<file path="config.mk">
export PLATFORM = sky130hd
export DESIGN_NAME = scp_clk_ctrl
export DESIGN_NICKNAME = d
export VERILOG_FILES = /design/src/scp_pkg.sv /design/src/scp_clk_ctrl.sv /design/src/scp_mult_calc.sv
export SDC_FILE = /design/constraint.sdc
export NUM_CORES = 1
export LEC_CHECK = 0
export ABC_AREA = 1
export BUFFER_PORTS_ARGS = -buffer_cell sky130_fd_sc_hd__buf_4
export CORE_MARGIN = 4
export CORE_UTILIZATION = 51
export CTS_BUF_LIST = sky130_fd_sc_hd__clkbuf_2
export CTS_CLUSTER_SIZE = 24
export DETAILED_ROUTE_END_ITERATION = 7
export GPL_TIMING_DRIVEN = 1
export HOLD_SLACK_MARGIN = 0.05
export PLACE_DENSITY_LB_ADDON = 0.3
export SETUP_SLACK_MARGIN = 0.4
export SLEW_MARGIN = 40
export SYNTH_ARGS = -nofsm -noshare
export SYNTH_HDL_FRONTEND = slang
export SYNTH_SLANG_ARGS = --single-unit
</file>
<file path="constraint.sdc">
create_clock -name ref_clk -period 2 [get_ports ref_clk]
set_clock_uncertainty 0.1 [all_clocks]
set_input_delay 0.4 -clock ref_clk [delete_from_list [all_inputs] [get_ports ref_clk]]
set_output_delay 0.4 -clock ref_clk [all_outputs]
set_load 0.1 [all_outputs]
</file>
<file path="src/scp_pkg.sv">
// Constants for the system clock source and PLL control block.
// Assumes a single 200 MHz register clock; all users import scp_pkg::*.
package scp_pkg;

  ////////////////////////////////////////////////////////////////////////////////
  // Control register layout
  localparam int unsigned CTL_W          = 16;
  localparam int unsigned BIT_OUT_DIV2   = 15;
  localparam int unsigned BIT_FB_DIV2    = 14;
  localparam int unsigned FB_N_MSB       = 13;
  localparam int unsigned FB_N_LSB       = 9;
  localparam int unsigned FB_N_W         = 5;
  localparam int unsigned MODE_MSB       = 7;
  localparam int unsigned MODE_LSB       = 5;
  localparam int unsigned BIT_CMOS       = 7;
  localparam int unsigned BIT_XTAL       = 6;
  localparam int unsigned BIT_PLL_PD     = 5;
  localparam int unsigned BIT_LO_RANGE   = 4;
  localparam int unsigned BIT_IN_DIV2    = 3;
  localparam int unsigned BIT_VCO_SEL    = 2;
  localparam int unsigned BIT_RST_REL    = 1;
  localparam int unsigned BIT_LOCK       = 0;

  // Reset: differential input, PLL powered down and held in reset
  localparam logic [15:0] CTL_RESET      = 16'h0020;
  // Lock bit is never stored
  localparam logic [15:0] CTL_WR_MASK    = 16'hfffe;

  ////////////////////////////////////////////////////////////////////////////////
  // Multiplier arithmetic, expressed in quarter units
  localparam int unsigned MULT_Q_W       = 9;
  localparam logic [5:0]  FB_N_ZERO_AS   = 6'h20;
  localparam logic [1:0]  MULT_Q_SHIFT   = 2'h2;

  ////////////////////////////////////////////////////////////////////////////////
  // Timing
  localparam int unsigned CLK_PERIOD_PS  = 5000;
  localparam int unsigned SW_GAP_NS      = 10;
  localparam int unsigned SW_GAP_CYC     =
    (SW_GAP_NS * 1000 + CLK_PERIOD_PS - 1) / CLK_PERIOD_PS;
  localparam int unsigned GAP_CNT_W      = 4;

  // Clock switch states
  typedef enum logic [1:0] {
    SCP_SW_REF    = 2'b00,
    SCP_SW_TO_PLL = 2'b01,
    SCP_SW_PLL    = 2'b10,
    SCP_SW_TO_REF = 2'b11
  } scp_sw_e;

endpackage
</file>
<file path="src/scp_clk_ctrl.sv">
// System clock source selection and PLL control register.
// Assumes register strobes are synchronous to ref_clk; the PLL lock level
// comes from the analog PLL and is synchronised here.
`timescale 1ns/10ps
module scp_clk_ctrl
  import scp_pkg::*;
#(
  parameter int unsigned GAP_CYC = scp_pkg::SW_GAP_CYC
)
(
  input  wire logic                         ref_clk,
  input  wire logic                         rst,
  input  wire logic                         reg_wr_en,
  input  wire logic [scp_pkg::CTL_W-1:0]    reg_wr_data,
  output logic      [scp_pkg::CTL_W-1:0]    reg_rd_data,
  input  wire logic                         pll_lock_raw,
  output logic                              in_diff_sel,
  output logic                              in_xtal_sel,
  output logic                              in_cmos_sel,
  output logic                              pll_enable,
  output logic                              pll_pd,
  output logic                              pll_rst_n,
  output logic                              pll_lo_range,
  output logic                              ref_div2,
  output logic                              vco_sel,
  output logic                              out_div2,
  output logic                              fb_div2,
  output logic      [scp_pkg::FB_N_W-1:0]   fb_div_n,
  output logic      [scp_pkg::MULT_Q_W-1:0] mult_q,
  output logic                              sel_ref_clk,
  output logic                              sel_pll_clk
);
  import scp_pkg::*;

  // Gap counter is four bits wide, so a longer gap cannot be served
  if (GAP_CYC < 1 || GAP_CYC > 15) begin : g_bad_gap
    $error("GAP_CYC must lie in 1..15");
  end

  ////////////////////////////////////////////////////////////////////////////////
  // Control register; bit 0 is never stored
  logic [CTL_W-1:0] ctl;
  wire  logic [CTL_W-1:0] next_ctl = reg_wr_en ? (reg_wr_data & CTL_WR_MASK) : ctl;

  always_ff @(posedge ref_clk or posedge rst) begin
    if (rst) begin
      ctl <= CTL_RESET;
    end else begin
      ctl <= next_ctl;
    end
  end

  ////////////////////////////////////////////////////////////////////////////////
  // Lock synchroniser; only the second stage is looked at
  logic lock_meta;
  logic lock_sync;

  always_ff @(posedge ref_clk or posedge rst) begin
    if (rst) begin
      lock_meta <= 1'b0;
      lock_sync <= 1'b0;
    end else begin
      lock_meta <= pll_lock_raw;
      lock_sync <= lock_meta;
    end
  end

  ////////////////////////////////////////////////////////////////////////////////
  // Mode decode; xtal ignores the top bit, CMOS only when top set and xtal clear
  wire logic [2:0] mode     = ctl[MODE_MSB:MODE_LSB];
  wire logic dec_xtal       = mode[1];
  wire logic dec_cmos       = mode[2] & ~mode[1];
  wire logic dec_diff       = ~mode[2] & ~mode[1];
  wire logic dec_pll_en     = ~ctl[BIT_PLL_PD];
  wire logic [MULT_Q_W-1:0] calc_mult_q;

  scp_mult_calc u_mult (
    .fb_n     (ctl[FB_N_MSB:FB_N_LSB]),
    .fb_div2  (ctl[BIT_FB_DIV2]),
    .out_div2 (ctl[BIT_OUT_DIV2]),
    .in_div2  (ctl[BIT_IN_DIV2]),
    .mult_q   (calc_mult_q)
  );

  // Static controls to the analog side, registered so every output is a flop
  always_ff @(posedge ref_clk or posedge rst) begin
    if (rst) begin
      in_diff_sel  <= 1'b1;
      in_xtal_sel  <= 1'b0;
      in_cmos_sel  <= 1'b0;
      pll_enable   <= 1'b0;
      pll_pd       <= 1'b1;
      pll_rst_n    <= 1'b0;
      pll_lo_range <= 1'b0;
      ref_div2     <= 1'b0;
      vco_sel      <= 1'b0;
      out_div2     <= 1'b0;
      fb_div2      <= 1'b0;
      fb_div_n     <= 5'h00;
      mult_q       <= 9'h000;
    end else begin
      in_diff_sel  <= dec_diff;
      in_xtal_sel  <= dec_xtal;
      in_cmos_sel  <= dec_cmos;
      pll_enable   <= dec_pll_en;
      pll_pd       <= ctl[BIT_PLL_PD];
      pll_rst_n    <= ctl[BIT_RST_REL];
      pll_lo_range <= ctl[BIT_LO_RANGE];
      ref_div2     <= ctl[BIT_IN_DIV2];
      vco_sel      <= ctl[BIT_VCO_SEL];
      out_div2     <= ctl[BIT_OUT_DIV2];
      fb_div2      <= ctl[BIT_FB_DIV2];
      fb_div_n     <= ctl[FB_N_MSB:FB_N_LSB];
      mult_q       <= calc_mult_q;
    end
  end

  // Read path shows stored bits with live lock in bit 0
  always_ff @(posedge ref_clk or posedge rst) begin
    if (rst) begin
      reg_rd_data <= CTL_RESET;
    end else begin
      reg_rd_data <= {ctl[CTL_W-1:1], lock_sync};
    end
  end

  ////////////////////////////////////////////////////////////////////////////////
  // Clock switch: both selects low for a gap so no runt pulse reaches
  // the system clock; costs a few cycles of latency on each change
  wire logic want_pll = dec_pll_en & ctl[BIT_RST_REL] & lock_sync;

  scp_sw_e sw_state;
  scp_sw_e next_sw_state;
  logic [GAP_CNT_W-1:0] gap_cnt;
  wire  logic gap_done = (gap_cnt == GAP_CNT_W'(GAP_CYC - 1));

  always_comb begin
    next_sw_state = sw_state;
    case (sw_state)
      SCP_SW_REF: begin
        if (want_pll) begin
          next_sw_state = SCP_SW_TO_PLL;
        end
      end
      SCP_SW_TO_PLL: begin
        if (!want_pll) begin
          next_sw_state = SCP_SW_TO_REF;
        end else if (gap_done) begin
          next_sw_state = SCP_SW_PLL;
        end
      end
      SCP_SW_PLL: begin
        if (!want_pll) begin
          next_sw_state = SCP_SW_TO_REF;
        end
      end
      SCP_SW_TO_REF: begin
        if (gap_done) begin
          next_sw_state = SCP_SW_REF;
        end
      end
      default: next_sw_state = SCP_SW_REF;
    endcase
  end

  wire logic in_gap = (sw_state == SCP_SW_TO_PLL) || (sw_state == SCP_SW_TO_REF);
  wire logic [GAP_CNT_W-1:0] next_gap_cnt =
    (in_gap && (next_sw_state == sw_state)) ? gap_cnt + 1'b1 : '0;

  always_ff @(posedge ref_clk or posedge rst) begin
    if (rst) begin
      sw_state <= SCP_SW_REF;
      gap_cnt  <= '0;
    end else begin
      sw_state <= next_sw_state;
      gap_cnt  <= next_gap_cnt;
    end
  end

  // Selects follow the next state so they change with the state itself
  always_ff @(posedge ref_clk or posedge rst) begin
    if (rst) begin
      sel_ref_clk <= 1'b1;
      sel_pll_clk <= 1'b0;
    end else begin
      sel_ref_clk <= (next_sw_state == SCP_SW_REF);
      sel_pll_clk <= (next_sw_state == SCP_SW_PLL);
    end
  end

  // Runs of want_pll high and low, saturating; a lock that arrives just as a
  // gap back to the reference opens needs two gaps and a cycle to reach the PLL
  localparam int unsigned HI_SETTLE = 2 * GAP_CYC + 1;
  localparam int unsigned LO_SETTLE = GAP_CYC + 1;
  logic [5:0] want_hi_run;
  logic [5:0] want_lo_run;

  always_ff @(posedge ref_clk or posedge rst) begin
    if (rst) begin
      want_hi_run <= 6'h00;
      want_lo_run <= 6'h00;
    end else begin
      want_hi_run <= want_pll ? want_hi_run + 6'(want_hi_run != 6'h3f) : 6'h00;
      want_lo_run <= want_pll ? 6'h00 : want_lo_run + 6'(want_lo_run != 6'h3f);
    end
  end
endmodule

</file>
<file path="src/scp_mult_calc.sv">
// Effective PLL multiplication factor, in quarter units, from the divider bits.
// Assumes purely combinational use; the caller registers the result.
`timescale 1ns/10ps
module scp_mult_calc
  import scp_pkg::*;
(
  input  wire logic [scp_pkg::FB_N_W-1:0]   fb_n,
  input  wire logic                         fb_div2,
  input  wire logic                         out_div2,
  input  wire logic                         in_div2,
  output logic      [scp_pkg::MULT_Q_W-1:0] mult_q
);

  // Field value zero behaves as 32
  function automatic logic [5:0] eff_n(input logic [4:0] n);
    eff_n = (n == 5'h00) ? FB_N_ZERO_AS : {1'b0, n};
  endfunction

  ////////////////////////////////////////////////////////////////////////////////
  // Doubling raises the shift, each halving lowers it; never negative
  wire logic [2:0] up_shift   = {1'b0, MULT_Q_SHIFT} + {2'b00, fb_div2};
  wire logic [2:0] down_shift = {2'b00, out_div2} + {2'b00, in_div2};
  wire logic [2:0] net_shift  = up_shift - down_shift;
  wire logic [8:0] base_n     = {3'b000, eff_n(fb_n)};

  assign mult_q = base_n << net_shift;

endmodule

</file>
==> flow_metrics.env <==
export IMPL_viasPerCell=5.03
export IMPL_fin_area_mm2=0.00338
export IMPL_synth_area_mm2=0.00214
export IMPL_slew_headroom_pct=68.8
export IMPL_worstMarginPinSlew_ns=0.467
export IMPL_routabilityCongestion=0.876
export IMPL_maxCapViolCount=0
export IMPL_period_share_pct=92.6
export IMPL_path_clk_slew_ns=0.25
export IMPL_cts_root_buf="clkbuf_2"
export IMPL_cp_end_kind="register"
export IMPL_grt_pass1_wl_um=7480
export IMPL_leakage_nw=1.60
export IMPL_r2r_start="ctl[3]$_DFFE_PP0P_"
export IMPL_critPathLaunch="ctl[3]$_DFFE_PP0P_"
export IMPL_ys_seq_area_share_pct=62.1
export IMPL_crit_required_ns=2.28
export IMPL_grt_pass1_vias=1592
export IMPL_fp_dieW_um=72.8
export IMPL_synth_top_family_by_area="simple AND/OR/NAND/NOR gates"
export IMPL_min_from="reg_wr_data[13]"
export IMPL_worstRegToRegCells=6
export IMPL_critPathTopFamily="adder cells"
export IMPL_setup_viol=0
export IMPL_totalWireLength_um=5030
export IMPL_synth_compound_area_share_pct=3.85
export IMPL_arrival_ns=2.14
export IMPL_cp_depth=6
export IMPL_synth_cell_type_count=24
export IMPL_nNetsFinal=295
export IMPL_synth_top_area_share_pct=57.2
export IMPL_min_period_ns=1.85
export IMPL_die_y_um=72.8
export IMPL_io_pins=63
export IMPL_synthesis_nets=222
export IMPL_synth_xor_xnor_area_share_pct=0.817
export IMPL_htree_num_levels=2
export IMPL_hold_viol=0
export IMPL_avgSynthCellArea_um2=10.9
export IMPL_die_area_mm2=0.00531
export IMPL_synth_area_leaders="dfrtp_1 (57%), nand2_1 (6.0%), buf_4 (4.9%), dfstp_2 (4.9%), inv_1 (3.3%)"
export IMPL_initial_core_util_pct=53.2
export IMPL_final_cell_mix="dfrtp_1 (40), nand2_1 (29), buf_12 (29)"
export IMPL_max_freq_mhz=540
export IMPL_ys_seq_elements=53
export IMPL_crit_buf_inv=2
export IMPL_drc_errors=0
export IMPL_yosys_area_top_type="dfrtp_1"
export IMPL_hp_class="in2reg"
export IMPL_cts_tree="built"
export IMPL_yosys_area_share_simple_pct=16.0
export IMPL_synthAdderAreaFrac_pct=3.85
export IMPL_yosysWarnings=0
export IMPL_slowest_stage="fa_2"
export IMPL_muxShareOfSynthArea_pct=3.50
export IMPL_syn2layout_area_growth_pct=57.7
export IMPL_track_usage_pct=18.8
export IMPL_regToRegSetupSlack_ns=0.15
export IMPL_vdd_ir_drop_max_mv=0.674
export IMPL_timing_hold_ws_ns=0.0813
export IMPL_finalMaxSlewViolations=0
export IMPL_vias=1611
export IMPL_layout_commonest_cell="dfrtp_1"
export IMPL_rsz0062_at_grt="true"
export IMPL_num_fill_cells=210
export IMPL_core_area_mm2=0.00403
export IMPL_power_density_mw_per_mm2=1100
export IMPL_clockBufferDepth=2
export IMPL_slowest_delay_ns=0.53
export IMPL_tns_ns=0
export IMPL_io_buffer_count=61
export IMPL_dpl_cell_area_mm2=0.00257
export IMPL_cts_buffers=5
export IMPL_crit_chain="inv_2 > fa_2 > buf_6 > o211ai_1 > nand3b_1 > nand2_1"
export IMPL_insertion_delay_ns=0.42
export IMPL_insertedDiodeCount=0
export IMPL_cts_sinks=53
export IMPL_antenna_found_initial=0
export IMPL_wl_per_cell_um=15.7
export IMPL_crit_path_max_fanout=7
export IMPL_drtAntennaViolNets=0
export IMPL_status="finished clean"
export IMPL_hold_path_cell_count=3
export IMPL_syn_inst=196
export IMPL_drt_iter0_drc=98
export IMPL_overflow=0
export IMPL_crit_type="reg2reg"
export IMPL_std_cell_rows=23
export IMPL_layout_drive_gt1_share_pct=46.7
export IMPL_grt_max_degree=35
export IMPL_drtPass1Iterations=4
export IMPL_hpwl_um=2800
export IMPL_setup_worst_path_start_class="register"
[cell type report]
type | instances | area, um2 | share of cell area (%)
multi-input combinational | 105 | 698 | 20.6
sequential | 53 | 1350 | 39.8
inverter | 20 | 82.6 | 2.44
clock inverter | 1 | 7.51 | 0.222
tap | 50 | 62.6 | 1.85
clock buffer | 7 | 35.0 | 1.04
timing repair buffer | 84 | 1150 | 34.0
[Yosys cell counts]
master     n
dfrtp_1   49
buf_4     14
buf_6      2
nor2_4     1
nor3_1     1
nand4_1    5
mux2_2     4
nand3_1   14
inv_2      1
nand2_1   34
nor2_1    14
fa_1       1
inv_1     19
mux2_4     2
dfstp_2    4
o21ai_0   12
xor2_1     1
nand3b_1   1
buf_2      2
ha_1       5
xnor2_1    1
nor2_2     3
o211ai_1   3
nand2_2    3
[metrics by stage]
stage | util (%) | power [W] | worst slack (ns) | cells
floorplan | - | 0.00262 | 0.176 | 196
global placement | 63.7 | 0.00286 | 0.222 | 290
detailed placement | 63.7 | 0.00288 | 0.193 | 290
CTS | 78.3 | 0.00356 | 0.180 | 313
finish | 83.9 | 0.00372 | 0.147 | 320
global route | 83.9 | 0.00389 | 0.0559 | 320
[cells by family (layout without fill, tap and decap cells)]
| logic type | after synthesis | in the layout |
|---|---|---|
| AND/OR/NAND/NOR | 76 | 76 |
| AO/OA/AOI/OAI | 15 | 15 |
| flip-flops | 53 | 53 |
| adder cells (fa/ha/maj) | 6 | 6 |
| buffers and inverters | 38 | 112 |
| XOR/XNOR | 2 | 2 |
| multiplexers | 6 | 6 |
[registers in the layout (all words and copies together), names as in the netlist, 2 cells and up]
name	flops
reg_rd_data	15
gap_cnt	4
mult_q	9
ctl	15
sw_state	2
[power breakdown]
part	switching, W	total, W	internal [W]
Sequential	0.000164	0.00141	0.00124
Clock	0.000317	0.000413	0.0000964
Combinational	0.00126	0.00190	0.000641
[path summary, 6_finish.rpt]
| path | to |
|---|---|
| worst max-delay path | mult_q[4]$_DFF_PP0_ |
| worst min-delay path | ctl[13]$_DFFE_PP0P_ |
| worst max register to register | mult_q[4]$_DFF_PP0_ |
| worst min register to register | lock_sync$_DFF_PP0_ |
| max in group asynchronous | sel_ref_clk$_DFF_PP1_ |
| min in group asynchronous | reg_rd_data[6]$_DFF_PP0_ |
[what timing repair did]
action	CTS	global route
setup buffers	8	0
cloned	0	0
pin swaps	13	6
hold buffers	7	7
setup endpoints to repair	50	52
endpoints found under the hold margin	24	7
gates resized for setup	107	41
[metal layers]
metal	global-route usage (%)	vias to the layer above	wire length [um]
li1	-	754	-
met1	22.9	789	1910
met2	32.3	57	2830
met3	5.10	11	206
met4	6.35	0	88
met5	0	-	0
[worst min-delay path: stages]
cell and delay [ns]:
buf_4 0.08, nand2_1 0.04, o21ai_0 0.06
No activity file was read; power rests on OpenSTA's default activity.
